$ cat config.mk
export PLATFORM = sky130hd
export DESIGN_NAME = can_node_eeprom_init_loader
export DESIGN_NICKNAME = d
export VERILOG_FILES = /design/src/loader_pkg.sv /design/src/serial_if.sv /design/src/bit_timing_select.sv /design/src/can_node_eeprom_init_loader.sv /design/src/serial_word_reader.sv
export SDC_FILE = /design/constraint.sdc
export NUM_CORES = 1
export LEC_CHECK = 0
export CORE_UTILIZATION = 55
export CTS_CLUSTER_DIAMETER = 200
export DETAILED_ROUTE_END_ITERATION = 7
export DONT_BUFFER_PORTS = 1
export PLACE_DENSITY = 0.68
export SLEW_MARGIN = 40
export SYNTH_ARGS = -nofsm -noshare
export SYNTH_HDL_FRONTEND = slang
export SYNTH_SLANG_ARGS = --single-unit
$ cat constraint.sdc
create_clock -name clk_in -period 7 [get_ports clk_in]
set_input_delay 1.05 -clock clk_in [delete_from_list [all_inputs] [get_ports clk_in]]
set_output_delay 1.05 -clock clk_in [all_outputs]
set_load 0.02 [all_outputs]
$ cat src/loader_pkg.sv
package loader_pkg;
   // EEPROM word map
   localparam logic [5:0] WORD_MARKS       = 6'h00;
   localparam logic [5:0] WORD_NODE_ID     = 6'h01;
   localparam logic [5:0] WORD_GLOBAL_ID   = 6'h02;
   localparam logic [5:0] WORD_EDGE        = 6'h03;
   localparam logic [5:0] WORD_OUTPUT      = 6'h04;
   localparam logic [5:0] WORD_DIRECTION   = 6'h05;
   localparam logic [5:0] WORD_PWM         = 6'h06;
   localparam logic [5:0] WORD_ANALOG      = 6'h07;
   localparam logic [5:0] WORD_CONFIG      = 6'h08;
   localparam logic [5:0] WORD_LAST        = 6'h08;
   localparam logic [7:0] VALID_MARK       = 8'h00AA;
   localparam logic [7:0] MIXED_MARK       = 8'h0055;
   // Serial read command: start bit, read opcode 10
   localparam logic [2:0] READ_OPCODE      = 3'h6;
   localparam int         CMD_BITS         = 9;
   localparam int         DATA_BITS        = 16;
   // Serial clock half period
   localparam int         SK_HALF_NS       = 1000;
   localparam int         CLK_NS           = 25;
   localparam int         SK_HALF_CYCLES   = (SK_HALF_NS + CLK_NS - 1) / CLK_NS;
   // Chip select held low before first read
   localparam int         CS_IDLE_NS       = 2000;
   localparam int         CS_IDLE_CYCLES   = (CS_IDLE_NS + CLK_NS - 1) / CLK_NS;
   // Register defaults
   localparam logic [7:0] EDGE_RESET       = 8'h0000;
   localparam logic [7:0] OUT_LATCH_RESET  = 8'h00FF;
   localparam logic [7:0] DIR_RESET        = 8'h0000;
   localparam logic [7:0] PWM_RESET        = 8'h0000;
   localparam logic [7:0] CTRL_RESET       = 8'h0000;
   // Pin-mode identifier upper bits (6 bits, ID9..ID4)
   localparam logic [5:0] PIN_ID_UPPER     = 6'h20;
   // Pin mode divides by 40 = 10 * (3 + 1)
   localparam logic [7:0] PIN_PRESCALER    = 8'h0003;
   localparam int         TQ_PER_PSC       = 10;
   // Bit timing (time quanta of ten per bit)
   localparam logic [3:0] SAMPLE_TQ_SLOW   = 4'h6;
   localparam logic [3:0] SAMPLE_TQ_FAST   = 4'h8;
   localparam logic [2:0] SJW_SLOW         = 3'h4;
   localparam logic [2:0] SJW_FAST         = 3'h2;
   localparam logic [7:0] FAST_PSC_LIMIT   = 8'h0000;

   typedef enum logic [6:0] {
      ST_IDLE   = 7'b000_0001,
      ST_CSLOW  = 7'b000_0010,
      ST_CMD    = 7'b000_0100,
      ST_DATA   = 7'b000_1000,
      ST_STORE  = 7'b001_0000,
      ST_STATUS = 7'b010_0000,
      ST_DONE   = 7'b100_0000
   } load_state_type;
endpackage

$ cat src/serial_if.sv
`timescale 1ns/100ps
interface serial_if;
   logic        start;
   logic [5:0]  addr;
   logic        busy;
   logic        done;
   logic [15:0] word;
   modport master (output start, output addr, input busy, input done, input word);
   modport reader (input start, input addr, output busy, output done, output word);
endinterface

$ cat src/bit_timing_select.sv
`timescale 1ns/100ps
module bit_timing_select (
   input  wire logic       clk_in,
   input  wire logic       reset_in,
   input  wire logic       enable_in,
   input  wire logic [7:0] prescaler_in,
   output logic [8:0]      tq_divider_out,
   output logic [3:0]      sample_tq_out,
   output logic [2:0]      sjw_out
);
   typedef struct packed {
      logic [8:0] div;
      logic [3:0] sample;
      logic [2:0] sjw;
   } timing_state_type;

   timing_state_type s_reg;
   timing_state_type s_next;

   always_comb begin
      s_next = s_reg;
      // Ten quanta per bit, so bit rate = clock / (10 * (psc + 1))
      s_next.div = {1'b0, prescaler_in} + 9'h001;
      // Only the smallest prescaler reaches the fastest rates
      if (prescaler_in == loader_pkg::FAST_PSC_LIMIT) begin
         s_next.sample = loader_pkg::SAMPLE_TQ_FAST;
         s_next.sjw = loader_pkg::SJW_FAST;
      end else begin
         s_next.sample = loader_pkg::SAMPLE_TQ_SLOW;
         s_next.sjw = loader_pkg::SJW_SLOW;
      end
   end

   always_ff @(posedge clk_in or posedge reset_in) begin
      if (reset_in) begin
         s_reg <= '0;
      end else if (enable_in) begin
         s_reg <= s_next;
      end
   end

   assign tq_divider_out = s_reg.div;
   assign sample_tq_out = s_reg.sample;
   assign sjw_out = s_reg.sjw;
endmodule

$ cat src/can_node_eeprom_init_loader.sv
// Functional notes
// - Node id bits 0..6 come from low id byte; its bit 0 ignored.
// - Node id bits 7..9 come from high id byte.
// - Direction bit forced: 0 for transmit id, 1 for receive id.
// - Global receive id from its own byte pair, direction bit forced to 1.
// - Words 0x00..0x08 hold marks, ids, registers, config and prescaler.
// - Mixed mark 0x55 selects mixed mode with strap low id bits.
// - Mixed mode samples id bits 1..3 from the strap pins.
// - Mixed mode forces id bit 0 low; that pin is chip select.
// - Mixed mode takes id bits 4..9 from the EEPROM.
// - Bit rate is clock divided by ten times prescaler plus one.
// - Prescaler is loaded only during initialization.
// - Pin mode bit rate fixed at clock divided by 40.
// - Sample point 60% up to 500 kbit/s, 80% at 1 Mbit/s.
// - Jump width 4 quanta up to 500 kbit/s, 2 at 1 Mbit/s.
// - Configuration accepted only when first location reads 0xAA.
// - Chip select held low before reading the EEPROM.
// - Status message is sent before normal communication starts.
`timescale 1ns/100ps
module can_node_eeprom_init_loader (
   input  wire logic        clk_in,
   input  wire logic        reset_in,
   input  wire logic        enable_in,
   input  wire logic        eeprom_mode_in,
   input  wire logic [3:0]  id_pins_in,
   input  wire logic        status_sent_in,
   output logic             id_cs_out,
   output logic             id_cs_oe_n_out,
   output logic             id_sk_out,
   output logic             id_sk_oe_n_out,
   output logic             id_di_out,
   output logic             id_di_oe_n_out,
   output logic             mixed_strap_mode_out,
   output logic             config_loaded_out,
   output logic [10:0]      tx_id_out,
   output logic [10:0]      rx_id_out,
   output logic [10:0]      global_rx_id_out,
   output logic             global_id_valid_out,
   output logic [7:0]       rising_edge_config_out,
   output logic [7:0]       falling_edge_config_out,
   output logic [7:0]       port_low_output_latch_out,
   output logic [7:0]       port_high_output_latch_out,
   output logic [7:0]       port_low_direction_out,
   output logic [7:0]       port_high_direction_out,
   output logic [7:0]       pwm_low_byte_out,
   output logic [7:0]       pwm_high_byte_out,
   output logic [7:0]       analog_out_control_out,
   output logic [7:0]       comparator_config_out,
   output logic [7:0]       general_config_reg_out,
   output logic [7:0]       bit_rate_prescaler_out,
   output logic [8:0]       tq_divider_out,
   output logic [3:0]       sample_tq_out,
   output logic [2:0]       sjw_out,
   output logic             status_request_out,
   output logic             init_done_out
);
   typedef struct packed {
      loader_pkg::load_state_type state;
      logic [7:0]  wait_count;
      logic [5:0]  addr;
      logic        start;
      logic        valid;
      logic        mixed;
      logic [9:0]  node_id;
      logic [9:0]  global_id;
      logic        global_valid;
      logic [7:0]  rise_edge;
      logic [7:0]  fall_edge;
      logic [7:0]  out_low;
      logic [7:0]  out_high;
      logic [7:0]  dir_low;
      logic [7:0]  dir_high;
      logic [7:0]  pwm_high;
      logic [7:0]  pwm_low;
      logic [7:0]  analog_ctrl;
      logic [7:0]  comp_cfg;
      logic [7:0]  gen_cfg;
      logic [7:0]  prescaler;
      logic        status_req;
      logic        done;
   } loader_state_type;

   loader_state_type s_reg;
   loader_state_type s_next;

   serial_if link ();

   logic        miso;
   logic        cs_drive;
   logic        sk_drive;
   logic        di_drive;

   // EEPROM data output shares id pin 3
   assign miso = id_pins_in[3];

   serial_word_reader reader (
      .clk_in     (clk_in),
      .reset_in   (reset_in),
      .enable_in  (enable_in),
      .rd         (link),
      .data_in    (miso),
      .select_out (cs_drive),
      .sclk_out   (sk_drive),
      .cmd_out    (di_drive)
   );

   bit_timing_select timing (
      .clk_in         (clk_in),
      .reset_in       (reset_in),
      .enable_in      (enable_in),
      .prescaler_in   (s_reg.prescaler),
      .tq_divider_out (tq_divider_out),
      .sample_tq_out  (sample_tq_out),
      .sjw_out        (sjw_out)
   );

   assign link.start = s_reg.start;
   assign link.addr = s_reg.addr;

   // Strap pins are read only with cs low
   always_comb begin
      s_next = s_reg;
      s_next.start = 1'b0;

      case (s_reg.state)
         loader_pkg::ST_IDLE: begin
            if (eeprom_mode_in) begin
               s_next.wait_count = 8'h00;
               s_next.addr = loader_pkg::WORD_MARKS;
               s_next.state = loader_pkg::ST_CSLOW;
            end else begin
               // Pin mode: strap id, fixed rate, defaults kept
               s_next.node_id = {loader_pkg::PIN_ID_UPPER, id_pins_in};
               s_next.prescaler = loader_pkg::PIN_PRESCALER;
               s_next.state = loader_pkg::ST_STATUS;
            end
         end

         loader_pkg::ST_CSLOW: begin
            // Quiet the shared serial bus before the first command
            if (s_reg.wait_count == 8'(loader_pkg::CS_IDLE_CYCLES - 1)) begin
               s_next.start = 1'b1;
               s_next.state = loader_pkg::ST_CMD;
            end else begin
               s_next.wait_count = s_reg.wait_count + 8'h01;
            end
         end

         loader_pkg::ST_CMD: begin
            if (link.busy) begin
               s_next.state = loader_pkg::ST_DATA;
            end
         end

         loader_pkg::ST_DATA: begin
            if (link.done) begin
               s_next.state = loader_pkg::ST_STORE;
            end
         end

         loader_pkg::ST_STORE: begin
            s_next.state = loader_pkg::ST_CMD;
            s_next.start = 1'b1;
            s_next.addr = s_reg.addr + 6'h01;
            case (s_reg.addr)
               loader_pkg::WORD_MARKS: begin
                  if (link.word[15:8] == loader_pkg::VALID_MARK) begin
                     s_next.valid = 1'b1;
                     s_next.mixed = (link.word[7:0] == loader_pkg::MIXED_MARK);
                  end else begin
                     // Foreign EEPROM: behave as pin mode
                     s_next.node_id = {loader_pkg::PIN_ID_UPPER, id_pins_in};
                     s_next.prescaler = loader_pkg::PIN_PRESCALER;
                     s_next.start = 1'b0;
                     s_next.state = loader_pkg::ST_STATUS;
                  end
               end

               loader_pkg::WORD_NODE_ID: begin
                  if (s_reg.mixed) begin
                     // Bit 0 is the chip select pin, so only 8 nodes exist
                     s_next.node_id = {link.word[10:8], link.word[7:5],
                                       id_pins_in[3:1], 1'b0};
                  end else begin
                     s_next.node_id = {link.word[10:8], link.word[7:1]};
                  end
               end

               loader_pkg::WORD_GLOBAL_ID: begin
                  s_next.global_id = {link.word[10:8], link.word[7:1]};
                  s_next.global_valid = 1'b1;
               end

               loader_pkg::WORD_EDGE: begin
                  s_next.rise_edge = link.word[15:8];
                  s_next.fall_edge = link.word[7:0];
               end

               loader_pkg::WORD_OUTPUT: begin
                  s_next.out_low = link.word[15:8];
                  s_next.out_high = link.word[7:0];
               end

               loader_pkg::WORD_DIRECTION: begin
                  s_next.dir_low = link.word[15:8];
                  s_next.dir_high = link.word[7:0];
               end

               loader_pkg::WORD_PWM: begin
                  s_next.pwm_high = link.word[15:8];
                  s_next.pwm_low = link.word[7:0];
               end

               loader_pkg::WORD_ANALOG: begin
                  s_next.analog_ctrl = link.word[15:8];
                  s_next.comp_cfg = link.word[7:0];
               end

               default: begin
                  s_next.gen_cfg = link.word[15:8];
                  s_next.prescaler = link.word[7:0];
                  s_next.start = 1'b0;
                  s_next.state = loader_pkg::ST_STATUS;
               end
            endcase
         end

         loader_pkg::ST_STATUS: begin
            s_next.status_req = 1'b1;
            if (s_reg.status_req && status_sent_in) begin
               s_next.status_req = 1'b0;
               s_next.done = 1'b1;
               s_next.state = loader_pkg::ST_DONE;
            end
         end

         loader_pkg::ST_DONE: begin
            // Held until the next reset
            s_next.done = 1'b1;
         end

         default: begin
            s_next.state = loader_pkg::ST_IDLE;
         end
      endcase
   end

   // Reset defaults are the pin-mode values
   always_ff @(posedge clk_in or posedge reset_in) begin
      if (reset_in) begin
         s_reg <= '0;
         s_reg.state <= loader_pkg::ST_IDLE;
         s_reg.rise_edge <= loader_pkg::EDGE_RESET;
         s_reg.fall_edge <= loader_pkg::EDGE_RESET;
         s_reg.out_low <= loader_pkg::OUT_LATCH_RESET;
         s_reg.out_high <= loader_pkg::OUT_LATCH_RESET;
         s_reg.dir_low <= loader_pkg::DIR_RESET;
         s_reg.dir_high <= loader_pkg::DIR_RESET;
         s_reg.pwm_low <= loader_pkg::PWM_RESET;
         s_reg.pwm_high <= loader_pkg::PWM_RESET;
         s_reg.analog_ctrl <= loader_pkg::CTRL_RESET;
         s_reg.comp_cfg <= loader_pkg::CTRL_RESET;
         s_reg.gen_cfg <= loader_pkg::CTRL_RESET;
         s_reg.prescaler <= loader_pkg::PIN_PRESCALER;
      end else if (enable_in) begin
         s_reg <= s_next;
      end
   end

   // Serial pins are driven only in EEPROM mode; chip select low when idle
   assign id_cs_out = cs_drive;
   assign id_cs_oe_n_out = ~eeprom_mode_in;

   assign id_sk_out = sk_drive;
   assign id_sk_oe_n_out = ~eeprom_mode_in;
   assign id_di_out = di_drive;
   assign id_di_oe_n_out = ~eeprom_mode_in;

   assign mixed_strap_mode_out = s_reg.mixed;
   assign config_loaded_out = s_reg.valid;
   assign tx_id_out = {s_reg.node_id, 1'b0};
   assign rx_id_out = {s_reg.node_id, 1'b1};
   assign global_rx_id_out = {s_reg.global_id, 1'b1};
   assign global_id_valid_out = s_reg.global_valid;

   assign rising_edge_config_out = s_reg.rise_edge;
   assign falling_edge_config_out = s_reg.fall_edge;

   assign port_low_output_latch_out = s_reg.out_low;
   assign port_high_output_latch_out = s_reg.out_high;
   assign port_low_direction_out = s_reg.dir_low;
   assign port_high_direction_out = s_reg.dir_high;

   assign pwm_low_byte_out = s_reg.pwm_low;
   assign pwm_high_byte_out = s_reg.pwm_high;
   assign analog_out_control_out = s_reg.analog_ctrl;
   assign comparator_config_out = s_reg.comp_cfg;
   assign general_config_reg_out = s_reg.gen_cfg;

   assign bit_rate_prescaler_out = s_reg.prescaler;
   assign status_request_out = s_reg.status_req;
   assign init_done_out = s_reg.done;
endmodule

$ cat src/serial_word_reader.sv
`timescale 1ns/100ps
module serial_word_reader (
   input  wire logic   clk_in,
   input  wire logic   reset_in,
   input  wire logic   enable_in,
   serial_if.reader    rd,
   input  wire logic   data_in,
   output logic        select_out,
   output logic        sclk_out,
   output logic        cmd_out
);
   typedef struct packed {
      logic        active;
      logic        sk;
      logic [7:0]  div;
      logic [4:0]  count;
      logic        phase_data;
      logic [8:0]  shift_out;
      logic [15:0] shift_in;
      logic        done;
      logic        cs;
   } reader_state_type;

   reader_state_type s_reg;
   reader_state_type s_next;

   always_comb begin
      s_next = s_reg;
      s_next.done = 1'b0;
      if (!s_reg.active) begin
         if (rd.start) begin
            s_next.active = 1'b1;
            s_next.cs = 1'b1;
            s_next.sk = 1'b0;
            s_next.div = 8'h00;
            s_next.count = 5'h00;
            s_next.phase_data = 1'b0;
            s_next.shift_out = {loader_pkg::READ_OPCODE, rd.addr};
         end
      end else if (s_reg.div == 8'(loader_pkg::SK_HALF_CYCLES - 1)) begin
         s_next.div = 8'h00;
         s_next.sk = ~s_reg.sk;
         if (s_reg.sk) begin
            // Falling edge: shift to next command bit, or end after the last data bit
            if (!s_reg.phase_data) begin
               s_next.shift_out = {s_reg.shift_out[7:0], 1'b0};
               if (s_reg.count == 5'(loader_pkg::CMD_BITS - 1)) begin
                  s_next.phase_data = 1'b1;
                  s_next.count = 5'h00;
               end else begin
                  s_next.count = s_reg.count + 5'h01;
               end
            end else if (s_reg.count == 5'(loader_pkg::DATA_BITS)) begin
               s_next.active = 1'b0;
               s_next.cs = 1'b0;
               s_next.sk = 1'b0;
               s_next.done = 1'b1;
            end
         end else if (s_reg.phase_data) begin
            // Rising edge: sample data, MSB first
            s_next.shift_in = {s_reg.shift_in[14:0], data_in};
            s_next.count = s_reg.count + 5'h01;
         end
      end else begin
         s_next.div = s_reg.div + 8'h01;
      end
   end

   always_ff @(posedge clk_in or posedge reset_in) begin
      if (reset_in) begin
         s_reg <= '0;
      end else if (enable_in) begin
         s_reg <= s_next;
      end
   end

   assign rd.busy = s_reg.active;
   assign rd.done = s_reg.done;
   assign rd.word = s_reg.shift_in;
   assign select_out = s_reg.cs;
   assign sclk_out = s_reg.sk;
   assign cmd_out = s_reg.shift_out[8];
endmodule
==> impl_metrics.env <==
export IMPL_period_needed_ns=2.58
export IMPL_worstPathRequired_ns=7.33
export IMPL_nFillCells=1409
export IMPL_finClkSkew_ns=0.00894
export IMPL_final_util=0.551
export IMPL_yosysMostFrequentCell="sky130_fd_sc_hd__dfrtp_1"
export IMPL_drt_iter0_markers=273
export IMPL_final_max_slew_viol_count=0
export IMPL_worst_setup_hold_path_clk_slew_ns=0.07
export IMPL_postRouteWirelength_um=19100
export IMPL_gp_weighted_congestion=0.854
export IMPL_synth_top_flop_cell="sky130_fd_sc_hd__dfrtp_1"
export IMPL_hpwl_um=12900
export IMPL_cts_htree_levels=4
export IMPL_num_antenna_cells=0
export IMPL_final_critical_path_setup_slack_ns=4.42
export IMPL_synthDistinctLibCells=63
export IMPL_number_of_synthesized_flops_with_an_enable_pin=0
export IMPL_critPathCaptureType="flop"
export IMPL_placement_io_buffers=0
export IMPL_setup_total_negative_slack_ns=0
export IMPL_drive_above_1_share=0.275
export IMPL_final_cells=937
export IMPL_place_ws_ns=4.02
export IMPL_routedWlPerCell_um=20.4
export IMPL_total_power_mw=2.67
export IMPL_initial_core_utilization=0.569
export IMPL_clock_sinks=197
export IMPL_dieWidth_um=136
export IMPL_critical_path_class="flop to flop"
export IMPL_power_static_leakage_nw=4.56
export IMPL_place_inst=905
export IMPL_die_height_um=136
export IMPL_tritoncts_num_buffers=17
export IMPL_num_nets_final=718
export IMPL_cts_root_to_sink_buffers=2
export IMPL_peakVddDrop_mv=0.207
export IMPL_io_pins=165
export IMPL_synth_cells=853
export IMPL_post_synth_instance_area_mm2=0.00994
export IMPL_fp_coreArea_mm2=0.0175
export IMPL_grt_total_usage=0.213
export IMPL_cap_violations=0
export IMPL_grt_overflow=0
export IMPL_grt_max_degree=115
export IMPL_tritoncts="yes"
export IMPL_avgViaCountPerCell=5.95
export IMPL_worst_slew_pin_transition_ns=0.729
export IMPL_placementRows=48
export IMPL_count_of_endpoints_failing_hold_in_the_final_timing_report=0
export IMPL_post_cts_repair_setup_buffers=0
export IMPL_synth_top_cell_by_area="sky130_fd_sc_hd__dfrtp_1"
export IMPL_cts_hold_buf=0
export IMPL_achievable_frequency_ghz=0.388
export IMPL_timing_critical_path_arrival_ns=2.90
export IMPL_netlist_area_leader_share=0.448
export IMPL_post_cts_resize_count=0
export IMPL_hp_class="flop to flop"
export IMPL_ys_top_cells_by_area="sky130_fd_sc_hd__dfrtp_1 45%, sky130_fd_sc_hd__buf_4 11%, sky130_fd_sc_hd__mux2_2 11%"
export IMPL_setup_violations_final=0
export IMPL_drt_drc_violations_left=0
export IMPL_dr_total_vias=5573
export IMPL_post_route_period_util=0.368
export IMPL_cp_start_kind="flop"
export IMPL_route_antenna_remaining_nets=0
export IMPL_avgSynthCellArea_um2=11.6
export IMPL_yosys_warnings=0
export IMPL_drt_pass1_iterations=5
export IMPL_postSynthRegisterBits=197
export IMPL_synthToLayoutAreaGrowth_pct=-3.02
export IMPL_worst_skew_pair_late_latency_ns=0.44
export IMPL_cell_at_the_root_of_the_clock_tree="sky130_fd_sc_hd__clkbuf_16"
export IMPL_grt_pass1_wl_um=30300
export IMPL_number_of_flip_flops_in_the_largest_register=22
export IMPL_antenna_found_initial=0
export IMPL_synth_seq_area_share=0.499
export IMPL_setup_repair_after_global_routing_missed_its_margin="no"
export IMPL_grt_pass1_vias=5523
export IMPL_synth_commonest_cells="178 x sky130_fd_sc_hd__dfrtp_1, 141 x sky130_fd_sc_hd__buf_4, 94 x sky130_fd_sc_hd__mux2_2"
export IMPL_p_per_area_mw_per_mm2=278
export IMPL_die_area_mm2=0.0186
export IMPL_async_flop_share=1.00
export IMPL_worst_path_max_fanout=10
export IMPL_outcome="completed"
export IMPL_timing_max_slew_rel_slack=0.510
critical path, cell delays in order, from the launching register on:
cell and delay [ns]:
sky130_fd_sc_hd__dfrtp_1 0.51, sky130_fd_sc_hd__nor4_1 0.36, sky130_fd_sc_hd__and3_1 0.41, sky130_fd_sc_hd__o2111ai_1 0.20
sky130_fd_sc_hd__a21boi_2 0.58, sky130_fd_sc_hd__mux2_2 0.40
through the flow:
| stage | instance area (um^2) | hold WS (ns) |
|---|---|---|
| floorplan | 9950 | 0.448 |
| global placement | 8990 | 0.465 |
| detailed placement | 9010 | 0.470 |
| CTS | 9630 | 0.487 |
| global route | 9640 | 0.520 |
| finish | 9640 | 0.485 |
final cells by class:
type,instances,area [um^2],share of cell area
clock buffers,20,457,0.0474
clock inverters,12,164,0.0170
inverters,24,103,0.0106
multi-input cells,458,3660,0.380
flip-flops and latches,197,4950,0.514
well taps,225,282,0.0292
repair buffers,1,13.8,0.00143
worst paths after layout:
check                                  from                to  slack, ns  cells past startpoint
max                              s_reg[139]     rx_id_out[10]       4.42                      5
min                        reader.s_reg[24]  reader.s_reg[24]       0.48                      2
max reg2reg                      s_reg[139]     rx_id_out[10]       4.42                      5
min reg2reg                reader.s_reg[24]  reader.s_reg[24]       0.48                      2
max in group asynchronous          reset_in  reader.s_reg[34]       5.33                      2
min in group asynchronous          reset_in  reader.s_reg[38]       0.49                      1
cell usage in the layout, fill, tap and decap left out, types with 4 or more instances in the layout:
cell type,netlist,layout
sky130_fd_sc_hd__dfrtp_1,178,178
sky130_fd_sc_hd__mux2_2,94,94
sky130_fd_sc_hd__o21ai_0,45,45
sky130_fd_sc_hd__nand2_1,42,42
sky130_fd_sc_hd__mux2_4,35,35
sky130_fd_sc_hd__nor2_1,30,30
sky130_fd_sc_hd__inv_1,24,23
sky130_fd_sc_hd__nand3_1,22,22
sky130_fd_sc_hd__a21oi_1,19,19
sky130_fd_sc_hd__dfstp_2,19,19
sky130_fd_sc_hd__clkbuf_16,0,17
sky130_fd_sc_hd__and3_1,16,15
sky130_fd_sc_hd__a22o_1,10,10
sky130_fd_sc_hd__ha_1,10,10
sky130_fd_sc_hd__nor3_1,9,9
sky130_fd_sc_hd__nand2b_1,8,8
sky130_fd_sc_hd__nand4_1,7,7
sky130_fd_sc_hd__nor2b_1,7,7
sky130_fd_sc_hd__o31ai_1,7,7
sky130_fd_sc_hd__xor2_1,7,7
sky130_fd_sc_hd__a22oi_1,7,7
sky130_fd_sc_hd__mux2i_1,6,6
sky130_fd_sc_hd__nor4_1,5,5
sky130_fd_sc_hd__conb_1,2,5
sky130_fd_sc_hd__inv_6,0,5
sky130_fd_sc_hd__nand2_4,4,4
sky130_fd_sc_hd__or3_1,4,4
sky130_fd_sc_hd__a21o_1,4,4
sky130_fd_sc_hd__xnor2_1,4,4
sky130_fd_sc_hd__clkinvlp_4,0,4
kinds of logic after synthesis:
logic type / Yosys count / synth area share
AOI/OAI and AO/OA: 117 / 0.0754
and+or+nand+nor: 179 / 0.101
muxes: 136 / 0.167
buffers and inverters: 201 / 0.135
adders and majority gates: 10 / 0.0126
xor gates and xnor gates: 11 / 0.00970
DFF: 197 / 0.499
other: 2 / 0.000756
per-layer routing:
layer  share of wire  up-vias  global-route usage  routed length, um
met4           0.013        0              0.0796                242
met3           0.062       19              0.0582               1180
met5               0        -                   0                  0
li1                -     2515                   -                  -
met1            0.43     2880               0.269               8320
met2            0.49      159               0.346               9400
power breakdown:
| part | total, mW | internal, mW | switching [mW] |
|---|---|---|---|
| combinational | 0.299 | 0.119 | 0.181 |
| clock | 1.03 | 0.587 | 0.440 |
| sequential | 1.35 | 1.20 | 0.145 |
(Power assumes the default switching activity.)
